$ cat src/hw/video_port_pkg.sv
package video_port_pkg;
   // register map, byte addresses on the apb bus
   localparam logic [7:0] FORMAT_CTRL_ADDR   = 8'hc8;
   localparam logic [7:0] POLARITY_CFG_ADDR  = 8'hcc;
   localparam logic [7:0] PORT_STATUS_ADDR   = 8'hd0;
   localparam int         ADDR_WIDTH         = 8;

   // reset values and writable masks
   localparam logic [7:0] FORMAT_CTRL_RESET  = 8'h03;
   localparam logic [7:0] FORMAT_CTRL_MASK   = 8'h73;
   localparam logic [7:0] POLARITY_CFG_RESET = 8'h41;
   localparam logic [7:0] POLARITY_CFG_MASK  = 8'hdf;

   // format control fields
   localparam int FMT_LO       = 4;
   localparam int FMT_HI       = 5;
   localparam int INBAND_SAT   = 6;

   // polarity fields
   localparam int POL_EDGE     = 0;
   localparam int POL_LINE     = 1;
   localparam int POL_FRAME    = 2;
   localparam int POL_AUX      = 3;
   localparam int POL_SIGNED   = 4;
   localparam int POL_PIN_SAT  = 6;
   localparam int POL_FORCE_FS = 7;

   // status fields
   localparam int STAT_PHASE   = 0;
   localparam int STAT_LVL_LO  = 8;

   typedef enum logic [1:0] {
      FMT_FULL12  = 2'b00,
      FMT_MSB8    = 2'b01,
      FMT_LO_HI   = 2'b10,
      FMT_HI_LO   = 2'b11
   } fmt_t;

   localparam int         PIX_WIDTH      = 12;
   localparam logic [11:0] FULL_SCALE_U  = 12'hfff;
   localparam logic [11:0] FULL_SCALE_S  = 12'h7ff;
   localparam logic [11:0] UNSIGNED_OFS  = 12'h800;

   // timing
   localparam int CLK_PERIOD_NS  = 8;
   localparam int PIX_PERIOD_NS  = 80;
   localparam int PIX_HALF_CYC   = PIX_PERIOD_NS / (2 * CLK_PERIOD_NS);
   localparam int FIFO_DEPTH     = 8;
endpackage

$ cat src/hw/camera_video_port.sv
// Functional notes
// format 00: whole 12-bit pixel in one pixel clock cycle
// format 01: top eight bits in one cycle on low data lines
// format 10: low byte then high byte, two cycles, low lines
// format 11: high byte then low byte, two cycles, low lines
// split formats with in-band option force low byte bit 0 when saturated
// polarity bit 0 picks launch edge: 0 falling, 1 rising, reset 1
// polarity bit 1: line sync active high when set, reset 0
// polarity bit 2: frame sync active high when set, reset 0
// polarity bit 3: aux sync polarity, only while pin is aux sync
// polarity bit 4: 0 unsigned offset 2048, 1 two's complement
// polarity bit 6: shared pin aux sync at 0, saturation flag at 1
// polarity bit 7: saturated pixels become full scale for the coding
// unused upper data lines are driven to zero in byte formats
`timescale 1ns/1ps

module pixel_fifo #(
   parameter int WIDTH = 16,
   parameter int DEPTH = 8
) (
   input  wire logic                       clk,
   input  wire logic                       rst_n,
   input  wire logic                       in_valid,
   output      logic                       in_ready,
   input  wire logic [WIDTH-1:0]           in_data,
   output      logic                       out_valid,
   input  wire logic                       out_ready,
   output      logic [WIDTH-1:0]           out_data,
   output      logic [$clog2(DEPTH):0]     level
);
   localparam int AW = $clog2(DEPTH);

   logic [WIDTH-1:0] mem [DEPTH];
   logic [AW:0]      wr_ptr;
   logic [AW:0]      rd_ptr;
   logic [AW:0]      next_wr_ptr;
   logic [AW:0]      next_rd_ptr;
   logic             push;
   logic             pop;

   always_comb begin
      level       = wr_ptr - rd_ptr;
      in_ready    = (level != DEPTH[AW:0]);
      out_valid   = (level != '0);
      out_data    = mem[rd_ptr[AW-1:0]];
      push        = in_valid && in_ready;
      pop         = out_valid && out_ready;
      next_wr_ptr = push ? wr_ptr + 1'b1 : wr_ptr;
      next_rd_ptr = pop ? rd_ptr + 1'b1 : rd_ptr;
   end

   always_ff @(posedge clk or negedge rst_n) begin
      if (!rst_n) begin
         wr_ptr <= '0;
         rd_ptr <= '0;
      end else begin
         wr_ptr <= next_wr_ptr;
         rd_ptr <= next_rd_ptr;
      end
   end

   // storage has no reset; empty flag guards reads
   always_ff @(posedge clk) begin
      if (push) begin
         mem[wr_ptr[AW-1:0]] <= in_data;
      end
   end
endmodule

module camera_video_port
   import video_port_pkg::*;
#(
   parameter int HALF_DIV = PIX_HALF_CYC,
   parameter int DEPTH    = FIFO_DEPTH
) (
   input  wire logic                  clk,
   input  wire logic                  rstn,
   // apb slave
   input  wire logic                  psel,
   input  wire logic                  penable,
   input  wire logic                  pwrite,
   input  wire logic [ADDR_WIDTH-1:0] paddr,
   input  wire logic [31:0]           pwdata,
   output      logic [31:0]           prdata,
   output      logic                  pready,
   output      logic                  pslverr,
   // pixel stream from the imager core, two's complement distance
   input  wire logic                  pix_valid,
   output      logic                  pix_ready,
   input  wire logic [11:0]           pix_data,
   input  wire logic                  pix_sat,
   input  wire logic                  pix_line,
   input  wire logic                  pix_frame,
   input  wire logic                  pix_aux,
   // parallel video pins
   output      logic                  pixel_clock_out,
   output      logic [11:0]           video_data,
   output      logic                  line_sync_out,
   output      logic                  frame_sync_out,
   output      logic                  aux_sync_out
);
   localparam int FW = PIX_WIDTH + 4;
   localparam int LW = $clog2(DEPTH) + 1;
   localparam int CW = $clog2(HALF_DIV) + 1;

   // reset release through two flops
   logic rst_meta;
   logic rst_n;

   always_ff @(posedge clk or negedge rstn) begin
      if (!rstn) begin
         rst_meta <= 1'b0;
         rst_n    <= 1'b0;
      end else begin
         rst_meta <= 1'b1;
         rst_n    <= rst_meta;
      end
   end

   // registers
   logic [7:0]  format_ctrl;
   logic [7:0]  polarity_cfg;
   logic [7:0]  next_format_ctrl;
   logic [7:0]  next_polarity_cfg;
   logic [31:0] next_prdata;
   logic        next_pslverr;
   logic        apb_write;
   logic        apb_read;
   logic        phase2;
   logic [LW-1:0] fifo_level;

   always_comb begin
      apb_write         = psel && penable && pwrite;
      apb_read          = psel && !penable && !pwrite;
      next_format_ctrl  = format_ctrl;
      next_polarity_cfg = polarity_cfg;
      next_prdata       = prdata;
      next_pslverr      = 1'b0;
      if (apb_write) begin
         unique case (paddr)
            FORMAT_CTRL_ADDR:
               next_format_ctrl = pwdata[7:0] & FORMAT_CTRL_MASK;
            POLARITY_CFG_ADDR:
               next_polarity_cfg = pwdata[7:0] & POLARITY_CFG_MASK;
            PORT_STATUS_ADDR: ;
            default: ;
         endcase
      end
      // read data is fetched in setup so it stands during access
      if (apb_read) begin
         next_prdata = 32'h0000_0000;
         unique case (paddr)
            FORMAT_CTRL_ADDR:  next_prdata[7:0] = format_ctrl;
            POLARITY_CFG_ADDR: next_prdata[7:0] = polarity_cfg;
            PORT_STATUS_ADDR: begin
               next_prdata[STAT_PHASE] = phase2;
               next_prdata[STAT_LVL_LO +: LW] = fifo_level;
            end
            default: ;
         endcase
      end
      if (psel && !penable) begin
         next_pslverr = !(paddr == FORMAT_CTRL_ADDR ||
                          paddr == POLARITY_CFG_ADDR ||
                          paddr == PORT_STATUS_ADDR);
      end
   end

   assign pready = 1'b1;

   always_ff @(posedge clk or negedge rst_n) begin
      if (!rst_n) begin
         format_ctrl  <= FORMAT_CTRL_RESET;
         polarity_cfg <= POLARITY_CFG_RESET;
         prdata       <= 32'h0000_0000;
         pslverr      <= 1'b0;
      end else begin
         format_ctrl  <= next_format_ctrl;
         polarity_cfg <= next_polarity_cfg;
         prdata       <= next_prdata;
         pslverr      <= next_pslverr;
      end
   end

   // pixel buffer; a full buffer stalls the imager core
   logic          fifo_valid;
   logic          fifo_pop;
   logic [FW-1:0] fifo_word;

   pixel_fifo #(
      .WIDTH (FW),
      .DEPTH (DEPTH)
   ) i_pixel_fifo (
      .clk       (clk),
      .rst_n     (rst_n),
      .in_valid  (pix_valid),
      .in_ready  (pix_ready),
      .in_data   ({pix_aux, pix_frame, pix_line, pix_sat, pix_data}),
      .out_valid (fifo_valid),
      .out_ready (fifo_pop),
      .out_data  (fifo_word),
      .level     (fifo_level)
   );

   // pixel clock divider, the link clock is made here
   logic [CW-1:0] div_cnt;
   logic [CW-1:0] next_div_cnt;
   logic          next_pclk;
   logic          wrap;
   logic          launch;

   always_comb begin
      wrap         = (div_cnt == CW'(HALF_DIV - 1));
      next_div_cnt = wrap ? '0 : div_cnt + 1'b1;
      next_pclk    = wrap ? !pixel_clock_out : pixel_clock_out;
      // launch on the edge that takes the clock to the selected level
      launch = wrap && (pixel_clock_out != polarity_cfg[POL_EDGE]);
   end

   always_ff @(posedge clk or negedge rst_n) begin
      if (!rst_n) begin
         div_cnt         <= '0;
         pixel_clock_out <= 1'b0;
      end else begin
         div_cnt         <= next_div_cnt;
         pixel_clock_out <= next_pclk;
      end
   end

   // beat formatting
   logic [11:0] coded;
   logic [11:0] value;
   logic [7:0]  low_byte;
   logic        w_sat;
   logic        w_line;
   logic        w_frame;
   logic        w_aux;
   logic        signed_mode;
   fmt_t        fmt;
   logic [7:0]  hold;
   logic [7:0]  next_hold;
   logic        next_phase2;
   logic [11:0] next_video_data;
   logic        next_line;
   logic        next_frame;
   logic        next_aux;
   logic        sat_now;
   logic        next_sat_now;
   logic        line_now;
   logic        frame_now;
   logic        aux_now;

   always_comb begin
      {w_aux, w_frame, w_line, w_sat} = fifo_word[FW-1:PIX_WIDTH];
      signed_mode = polarity_cfg[POL_SIGNED];
      fmt         = fmt_t'(format_ctrl[FMT_HI:FMT_LO]);
      // offset binary is the signed value with the top bit flipped
      coded = signed_mode ? fifo_word[11:0]
                          : fifo_word[11:0] ^ UNSIGNED_OFS;
      value = coded;
      if (w_sat && polarity_cfg[POL_FORCE_FS]) begin
         value = signed_mode ? FULL_SCALE_S : FULL_SCALE_U;
      end
      low_byte = value[7:0];
      if (w_sat && format_ctrl[INBAND_SAT]) begin
         low_byte[0] = 1'b1;
      end

      fifo_pop        = 1'b0;
      next_phase2     = phase2;
      next_hold       = hold;
      next_video_data = video_data;
      next_line       = line_now;
      next_frame      = frame_now;
      next_aux        = aux_now;
      next_sat_now    = sat_now;

      if (launch) begin
         if (phase2) begin
            next_video_data = {4'h0, hold};
            next_phase2     = 1'b0;
         end else if (fifo_valid) begin
            fifo_pop     = 1'b1;
            next_line    = w_line;
            next_frame   = w_frame;
            next_aux     = w_aux;
            next_sat_now = w_sat;
            unique case (fmt)
               FMT_FULL12: next_video_data = value;
               FMT_MSB8:   next_video_data = {4'h0, value[11:4]};
               FMT_LO_HI: begin
                  next_video_data = {4'h0, low_byte};
                  next_hold       = {4'h0, value[11:8]};
                  next_phase2     = 1'b1;
               end
               FMT_HI_LO: begin
                  next_video_data = {8'h00, value[11:8]};
                  next_hold       = low_byte;
                  next_phase2     = 1'b1;
               end
            endcase
         end else begin
            // empty buffer: idle beat with syncs inactive
            next_video_data = 12'h000;
            next_line       = 1'b0;
            next_frame      = 1'b0;
            next_aux        = 1'b0;
            next_sat_now    = 1'b0;
         end
      end
   end

   always_ff @(posedge clk or negedge rst_n) begin
      if (!rst_n) begin
         phase2     <= 1'b0;
         hold       <= 8'h00;
         video_data <= 12'h000;
         line_now   <= 1'b0;
         frame_now  <= 1'b0;
         aux_now    <= 1'b0;
         sat_now    <= 1'b0;
      end else begin
         phase2     <= next_phase2;
         hold       <= next_hold;
         video_data <= next_video_data;
         line_now   <= next_line;
         frame_now  <= next_frame;
         aux_now    <= next_aux;
         sat_now    <= next_sat_now;
      end
   end

   // pin levels follow the launch edge so polarity changes stay glitch free
   logic next_line_pin;
   logic next_frame_pin;
   logic next_aux_pin;

   always_comb begin
      next_line_pin  = line_sync_out;
      next_frame_pin = frame_sync_out;
      next_aux_pin   = aux_sync_out;
      if (launch) begin
         next_line_pin  = next_line ~^ polarity_cfg[POL_LINE];
         next_frame_pin = next_frame ~^ polarity_cfg[POL_FRAME];
         if (polarity_cfg[POL_PIN_SAT]) begin
            next_aux_pin = next_sat_now;
         end else begin
            next_aux_pin = next_aux ~^ polarity_cfg[POL_AUX];
         end
      end
   end

   // reset values match the reset polarity settings (syncs low active idle)
   always_ff @(posedge clk or negedge rst_n) begin
      if (!rst_n) begin
         line_sync_out  <= 1'b1;
         frame_sync_out <= 1'b1;
         aux_sync_out   <= 1'b0;
      end else begin
         line_sync_out  <= next_line_pin;
         frame_sync_out <= next_frame_pin;
         aux_sync_out   <= next_aux_pin;
      end
   end
endmodule

$ cat config.mk
export PLATFORM = sky130hd
export DESIGN_NAME = camera_video_port
export DESIGN_NICKNAME = d
export VERILOG_FILES = /design/src/hw/video_port_pkg.sv /design/src/hw/camera_video_port.sv
export SDC_FILE = /design/constraint.sdc
export NUM_CORES = 1
export LEC_CHECK = 0
export BUFFER_PORTS_ARGS = -buffer_cell sky130_fd_sc_hd__clkbuf_2
export CORE_UTILIZATION = 57
export CTS_CLUSTER_SIZE = 8
export DETAILED_ROUTE_END_ITERATION = 7
export GPL_ROUTABILITY_DRIVEN = 0
export MAX_ROUTING_LAYER = met4
export PLACE_DENSITY = 0.79
export SYNTH_ARGS = -nofsm -noshare
export SYNTH_HDL_FRONTEND = slang
export SYNTH_SLANG_ARGS = --single-unit
$ cat constraint.sdc
create_clock -name clk -period 3.85 [get_ports clk]
set_input_delay 0.77 -clock clk [delete_from_list [all_inputs] [get_ports clk]]
set_output_delay 0.77 -clock clk [all_outputs]
set_load 0.005 [all_outputs]
Word-level counts from Yosys, hierarchy flattened
Memories as Yosys holds them, arrays and structs flattened.
Cells that the tools add are included.

operators by class
  add/sub/neg operators = 4
  equality and inequality tests = 9
  muxes and demuxes = 34
  bitwise logic cells = 5
  reductions and logical operators = 22

operator list
  cell                                                                   count
  12-bit 2-to-1 mux                                                      5
  12-bit one-hot mux with 4 select lines                                 1
  8-bit equality test, second input constant                             3
  1-bit 2-to-1 mux                                                       23
  8-bit one-hot mux with 2 select lines                                  1
  7-bit one-hot mux with 2 select lines                                  1
  4-bit by 1-bit adder with 4-bit output, second input constant          3
  1-bit logical AND                                                      9
  4-bit 2-to-1 mux                                                       2
  2-bit equality test, second input constant                             2
  4-bit by 3-bit equality test with 1-bit output, second input constant  1
  1-bit logical NOT                                                      4
  4-bit inequality test, second input constant                           1
  2-bit AND reduction                                                    2
  4-bit AND reduction                                                    1
  4-bit nonzero test                                                     1
  4-bit subtractor                                                       1
  1-bit one-hot mux with 3 select lines                                  1
  1-bit XNOR                                                             3
  2-bit by 1-bit equality test with 1-bit output, second input constant  1
  2-bit logical NOT                                                      1
  1-bit logical OR                                                       2
  1-bit inverter                                                         2
  2-bit nonzero test                                                     1
  2 further kinds                                                        2

word-level totals
  register bits = 68
  memory bits (writable) = 128
  bits of input ports = 62
  output and inout bits = 51
  logic and storage cells = 95
  memories kept = 1

memories
  name              depth  width  rd ports  clocked after memory_dff  wr ports  RTL line                 source
  i_pixel_fifo.mem  8      16     1         0                         1         camera_video_port.sv:33  logic [WIDTH-1:0] mem [DEPTH];

Longest topological paths before layout
Gate-level depths: netlist (run 1).
An unclocked memory read counts as a cell.

  word-level depth = 8
  mapped depth = 12

Cells and area by module
Synthesis (run 1) repeated with hierarchy kept, for this count alone.

unflattened totals
  cell total of the unflattened synthesis = 588
  area, all modules = 8453.1 um2

modules (own cells, without submodules)
  module             instances  cells each  area each (um2)
  pixel_fifo         1          284         5401.4
  camera_video_port  1          304         3051.7

Worst setup path after synthesis (run 1)
Ideal clock, no wire load.

  kind = flip-flop to flip-flop
  start = register i_pixel_fifo.rd_ptr[2]
  end = memory i_pixel_fifo.mem[0][0] (enable)
  arrival = 3240 ps
  required time = 3441 ps
  path slack = 201 ps
  stages on the path, launching flop included = 11
  path through = dfrtp_1 > buf_2 > inv_1 > clkbuf_1 > ha_1 > a21oi_1 > a21oi_1 > nor2_1 > or2_2 > nand3_1 > nor3_1

on the way
  cells in the longest elaborated chain, start to end = 5

ends and longest elaborated chain
  item                                    RTL line                 source
  from (decl)                             camera_video_port.sv:35  logic [AW:0] rd_ptr;
  from (signal assigned)                  camera_video_port.sv:58  rd_ptr <= next_rd_ptr;
  4-bit subtractor                        camera_video_port.sv:42  level = wr_ptr - rd_ptr;
  4-bit inequality test                   camera_video_port.sv:43  in_ready = (level != DEPTH[AW:0]);
  net pix_ready                           camera_video_port.sv:89  output logic pix_ready,
  1-bit logical AND                       camera_video_port.sv:46  push = in_valid && in_ready;
  1-bit 2-to-1 mux                        camera_video_port.sv:64  if (push) begin
  1-bit 2-to-1 mux (implied by the code)  camera_video_port.sv:65  mem[wr_ptr[AW-1:0]] <= in_data;
  to (decl)                               camera_video_port.sv:33

The timed path passes the listed nets, and every way through them passes these cells.

Worst setup path in the final report (run 1)
  start = register i_pixel_fifo.rd_ptr[0]
  end = output pix_ready

on the way
  cells in the longest elaborated chain, start to end = 2

ends and longest elaborated chain
  item                   RTL line
  4-bit subtractor       camera_video_port.sv:42
  4-bit inequality test  camera_video_port.sv:43
  to (decl)              camera_video_port.sv:89

Every way passes these cells.

==> key figures, run 1 <==
STA
  – Final setup fails: 0
  – Final period util: just over 90%
  – Hold Vio Cnt, Final: 0
  – Tmin final: approximately 3600 ps
  – Final Max Slew Viols: 0
  – Max Freq: between 200 and 300 MHz
  – Relative slew slack: between 20 and 30%
  – Final Skew: around 19 ps
  – Fin Setup TNS: 0 ps
  – RSZ-0062 raised after global routing: false
  – Setup WS post-layout: about 260 ps
  – Least-Margin Pin Slew: around 1100 ps

Place
  – Placed Instances: 772
  – Dpl hpwl: ~11,000 um
  – Port Buffers: 67
  – Placed cell area: 8720 um^2
  – Pre-CTS WS: around 660 ps

Yosys
  – Post-synth top area share: a little under half
  – Ys async rst share: between 30% and 40%
  – Top cells by instance count after synthesis: edfxtp_1, dfrtp_1, nand2_1, mux4_2, nor2_1
  – Yosys cell types: between 50 and 60
  – Ys flop type: edfxtp_1
  – Synth Instances: around 530
  – Synthesis Warnings: 0
  – Synth area leaders: edfxtp_1, dfrtp_1, mux4_2, mux2_2, nand2_1
  – Sequential share of the synthesized area: around 68%
  – Synthesized area: between 8000 and 9000 um^2
  – Top cell type by total area after synthesis: edfxtp_1
  – Synth Area per Inst: between 15 and 20 um^2
  – Most common cell in the synthesized netlist: edfxtp_1
  – #FFs+latches synth: around 200
  – Number of synthesized flops with an enable pin: 128

Critical path
  – Worst path max stage delay: approximately 600 ps
  – Worst Setup End Kind: output pin
  – CP Max Fanout: 12
  – Top delay family on crit path: simple AND/OR/NAND/NOR gates
  – Critical Path, Cell by Cell: ha_1 > inv_1 > fa_1 > xor2_1 > or3b_1 > or2_2 > clkbuf_2
  – R2r setup slk: a little under 700 ps
  – CP Depth: 7
  – CP bufs+invs: 2
  – Reg2Reg Depth: 9
  – CP Class: reg2out
  – Reg2reg end: hold[1]
  – Critical Path Source Type: flip-flop
  – WP data required: ~3100 ps
  – Crit path DAT: ~2800 ps
  – Critical path's slowest cell: dfrtp_2
  – Reg2reg start: i_pixel_fifo.rd_ptr[0]

Power
  – Worst IR Drop VDD: ~0.33 mV
  – Pwr/cell area: around 670 nW/um^2
  – Pleak: 3.68 nW

Global route
  – GRT Total Usage: between 20% and 30%
  – First-pass GRT wire length: roughly 26,000 um
  – Initial antenna violation count: 0
  – Vias in the first global route: between 4,000 and 5,000
  – Largest net degree at the start of global routing: between 40 and 50
  – Grt ovf: 0

Drt
  – DRC Markers: 0
  – Post-Route WL: between 15,000 and 20,000 um
  – Final ANT Viol Nets: 0
  – Avg Vias per Cell: just over 6
  – DRT iter0 DRCs: 359
  – Routed vias: between 4,000 and 5,000
  – TritonRoute pass-1 iters: 5
  – DR WL/cell: slightly above 20 um

Cells and area
  – Final Core Density: 66.5%
  – Inserted Diodes: 0
  – Cell Count, Final, Fillers Out: about 800
  – Layout net count: slightly below 700
  – Filler cells: 954
  – Final Cell Area: between 9000 and 10,000 um^2
  – Layout Area Growth over Synthesis: 13.4%
  – Fraction of layout cells with a size suffix above 1: 28.4%

CTS
  – Max clock buf depth: 2
  – CTS tree: built
  – CTS sink count: slightly below 200
  – # Post-CTS Setup Buffers: 0
  – Clk_lat worst skew: between 400 and 500 ps
  – H-tree depth: 4
  – Post-cts resize count: 0
  – Clk root buf: clkbuf_16
  – Clock-pin slew on the worst setup and hold paths: about 70 ps
  – CTS buffer count: 17
  – Hold Buf Count CTS: 0

Die
  – Row count: 43
  – Die area: 14,900 um^2
  – I/O pin count: ~110
  – Die Ht: between 100 and 150 um
  – Core Box Area: approximately 14,000 um^2
  – Initial Util: about three fifths
  – Die Wd: between 100 and 150 um

Hold path
  – HP Class: in2async

Status
  – Status: finished, final reports clean

Run
  – Maxcap violations: 0
-- report_power, final --
group          leakage (nW)  switching [mW]  internal, mW
Combinational          1.40           0.936         0.706
Clock                 0.267           0.777         0.964
Sequential             2.01           0.192          2.62
Total                  3.68            1.90          4.29
-- placed cells by master, fill, tap and decap left out, types with 8 or more instances in the layout --
cell type	n
edfxtp_1	128
nand3_1	14
clkbuf_16	17
o21ai_0	22
nor2_1	26
mux2_2	16
inv_1	8
a21oi_1	18
mux2i_1	11
conb_1	22
nand2_1	45
dfrtp_1	60
clkbuf_2	67
mux4_2	31
buf_4	16
-- layer usage --
metal / vias to the layer above / global-route usage (%) / routed length [um]
met2: 227 / 39.4 / 8390
met5: - / - / 0
met4: 0 / 9.88 / 331
met1: 2501 / 32.0 / 6870
li1: 2138 / - / -
met3: 26 / 4.96 / 1050
-- how the worst max path moves through the flow --
stage                        endpoint                    from  slack (ps)
6_report                    pix_ready  i_pixel_fifo.rd_ptr[0]         260
3_5_place_dp                  hold[1]  i_pixel_fifo.rd_ptr[0]         660
5_1_grt                     pix_ready  i_pixel_fifo.rd_ptr[0]         160
3_3_place_gp                  hold[1]  i_pixel_fifo.rd_ptr[0]         760
2_1_floorplan  i_pixel_fifo.mem[0][0]  i_pixel_fifo.rd_ptr[2]         200
4_1_cts                     pix_ready  i_pixel_fifo.rd_ptr[0]         230
-- registers in the layout, summed over array words and instances (netlist names), 4 cells and up --
register and count:
video_data 12, prdata 12, format_ctrl 5, div_cnt 4, i_pixel_fifo.wr_ptr 4, i_pixel_fifo.rd_ptr 4, i_pixel_fifo.mem 128, polarity_cfg 7
hold 8
-- area by class of cell --
type | count | area [um^2] | area share [%]
flip-flops and latches | 196 | 5560 | 59.7
repair buffers | 83 | 455 | 4.89
clock buffers | 18 | 429 | 4.61
well taps | 180 | 225 | 2.42
inverters | 9 | 33.8 | 0.363
multi-input cells | 304 | 2450 | 26.4
clock inverters | 14 | 151 | 1.63
-- cell families after synthesis --
family / after synthesis / synth area share (%)
buffers and inverters: 54 / 3.60
adder cells (fa/ha/maj): 8 / 1.31
AND/OR/NAND/NOR: 119 / 6.77
XOR/XNOR: 12 / 1.28
other: 2 / 0.0915
multiplexers: 62 / 12.6
flip-flops: 196 / 67.7
AO/OA/AOI/OAI: 81 / 6.68
-- stage by stage --
step / power, mW / hold slack [ps]
final: 6.20 / 113
after global routing: 6.49 / 104
after CTS: 6.22 / 99.5
after detailed placement: 4.49 / 343
after global placement: 4.41 / 345
after floorplan: 3.93 / 331
Power figures use the tool's default switching activity.
==> run 2, diff against run 1 <==
--- a/config.mk
+++ b/config.mk
@@ -6,12 +6,14 @@
 export NUM_CORES = 1
 export LEC_CHECK = 0
 export BUFFER_PORTS_ARGS = -buffer_cell sky130_fd_sc_hd__clkbuf_2
-export CORE_UTILIZATION = 57
+export CELL_PAD_IN_SITES_DETAIL_PLACEMENT = 0
+export CELL_PAD_IN_SITES_GLOBAL_PLACEMENT = 1
+export CORE_UTILIZATION = 48
 export CTS_CLUSTER_SIZE = 8
 export DETAILED_ROUTE_END_ITERATION = 7
 export GPL_ROUTABILITY_DRIVEN = 0
 export MAX_ROUTING_LAYER = met4
-export PLACE_DENSITY = 0.79
+export PLACE_DENSITY_LB_ADDON = 0.1
 export SYNTH_ARGS = -nofsm -noshare
 export SYNTH_HDL_FRONTEND = slang
 export SYNTH_SLANG_ARGS = --single-unit
==> run 2 against run 1 <==
  * Via count shrank 5.1%
  * Critical path depth grew 1
  * Sequential cell count is the same
  * Global-route usage shrank 3.9 points
  * Sequential power shrank 1%
  * Routed wire length shrank 0.10%
  * Maximum frequency grew 5.4%
  * Die area grew 18%
  * Clock skew shrank 9.7 ps
  * Power grew 0.49%
  * Critical path type unchanged
  * Largest power group unchanged
==> key figures, run 2 (synthesized netlist as in run 1, its figures left out) <==
Status
  – Status: finished, final reports clean

CTS
  – H-tree depth: 4
  – Clk_lat worst skew: between 400 and 500 ps
  – CTS buffer count: 17
  – Max clock buf depth: 2
  – Post-cts resize count: 0
  – Clk root buf: clkbuf_16
  – CTS sink count: ~200
  – # Post-CTS Setup Buffers: 0
  – Clock-pin slew on the worst setup and hold paths: 70 ps
  – CTS tree: built
  – Hold Buf Count CTS: 0

Die
  – Core Box Area: roughly 17,000 um^2
  – Die Wd: approximately 130 um
  – Die area: about 18,000 um^2
  – Die Ht: 133 um
  – Row count: 47
  – Initial Util: 49.3%
  – I/O pin count: 113

Drt
  – Post-Route WL: 16,600 um
  – DR WL/cell: around 20 um
  – Avg Vias per Cell: 5.50
  – Routed vias: 4,644
  – DRC Markers: 0
  – TritonRoute pass-1 iters: 4
  – DRT iter0 DRCs: 230
  – Final ANT Viol Nets: 0

Critical path
  – Top delay family on crit path: simple AND/OR/NAND/NOR gates
  – Worst path max stage delay: 490 ps
  – CP Class: reg2out
  – Crit path DAT: around 2600 ps
  – Critical Path Source Type: flip-flop
  – Critical Path, Cell by Cell: inv_1 > ha_1 > inv_1 > fa_1 > xor2_1 > or3b_1 > or2_2 > clkbuf_2
  – Most frequent CP cell: inv_1
  – CP bufs+invs: 3
  – WP data required: about 3000 ps
  – CP Max Fanout: 6
  – Critical path's slowest cell: or3b_1
  – Worst Setup End Kind: output pin

Cells and area
  – Final Cell Area: between 9000 and 10,000 um^2
  – Layout Area Growth over Synthesis: 14.2%
  – Final Core Density: approximately 56%
  – Fraction of layout cells with a size suffix above 1: 28.5%
  – Most frequent cells in the layout: edfxtp_1, clkbuf_2, dfrtp_1
  – Cell Count, Final, Fillers Out: between 800 and 900
  – Max reg flops: 128
  – Inserted Diodes: 0
  – Layout net count: around 680
  – Commonest non-fill, non-tap cell in the layout: edfxtp_1

Global route
  – Initial antenna violation count: 0
  – Vias in the first global route: roughly 4,700
  – Grt ovf: 0
  – First-pass GRT wire length: approximately 26,000 um
  – Largest net degree at the start of global routing: 38
  – GRT Total Usage: a little over a fifth

STA
  – Final Skew: roughly 9.1 ps
  – Tmin final: ~3400 ps
  – Least-Margin Pin Slew: slightly above 700 ps
  – Worst hold margin: 113 ps
  – Setup WS post-layout: around 450 ps
  – Hold Vio Cnt, Final: 0
  – Max Freq: approximately 290 MHz
  – Final period util: ~88%
  – RSZ-0062 raised after global routing: false
  – Final setup fails: 0
  – Final Max Slew Viols: 0
  – Fin Setup TNS: 0 ps
  – Relative slew slack: between 50 and 60%

Place
  – Placed cell area: around 9000 um^2
  – Placed Instances: just over 800
  – Port Buffers: 67
  – Pre-CTS WS: 735 ps
  – Dpl hpwl: between 10,000 and 15,000 um

Run
  – Maxcap violations: 0

Power
  – Worst IR Drop VDD: ~0.37 mV
  – Pwr/cell area: between 600 and 700 nW/um^2
  – Pleak: approximately 3.7 nW
  – Total Power: around 6.2 mW

Hold path
  – HP Class: in2async
## run 2: changes by cell type in the layout (fill, tap and decap cells not counted), sizes merged
cell	previous run	this run
clkinv	2	5
inv	14	12
bufinv	2	3
clkbuf	85	84
clkinvlp	5	4
## run 2: layout make-up
cell class,instances,area (um^2)
Fill cell,1370,7270
Sequential cell,196,5560
Multi-Input combinational cell,304,2440
Timing Repair Buffer,83,455
Clock buffer,17,425
Tap cell,220,275
Clock inverter,15,180
Inverter,9,33.8
## run 2: metal layers
| metal | share of wire (%) | up-vias | track usage (%) | wire length [um] |
|---|---|---|---|---|
| met5 | 0 | - | - | 0 |
| met4 | 1.0 | 0 | 6.90 | 167 |
| met3 | 5.3 | 16 | 4.56 | 875 |
| met2 | 49 | 129 | 33.6 | 8220 |
| met1 | 44 | 2353 | 26.9 | 7360 |
| li1 | - | 2146 | - | - |
## run 2: path summary, 6_finish.rpt
| check | from | end | slack, ps | depth (start not counted) |
|---|---|---|---|---|
| worst min-delay path | rstn | rst_n | 110 | 1 |
| worst max-delay path | i_pixel_fifo.wr_ptr[0] | pix_ready | 450 | 8 |
| min in group clk | rst_meta | rst_n | 350 | 0 |
| worst max register to register | i_pixel_fifo.rd_ptr[0] | video_data[3] | 770 | 7 |
| max in group asynchronous | rst_n | i_pixel_fifo.rd_ptr[0] | 2570 | 1 |
| worst min register to register | rst_n | div_cnt[3] | 320 | 0 |
## run 2: power by group
part           internal (mW)  switching [mW]  leakage (nW)
registers               2.62           0.150          2.01
logic                  0.701           0.951          1.40
clock network           1.03           0.776         0.283
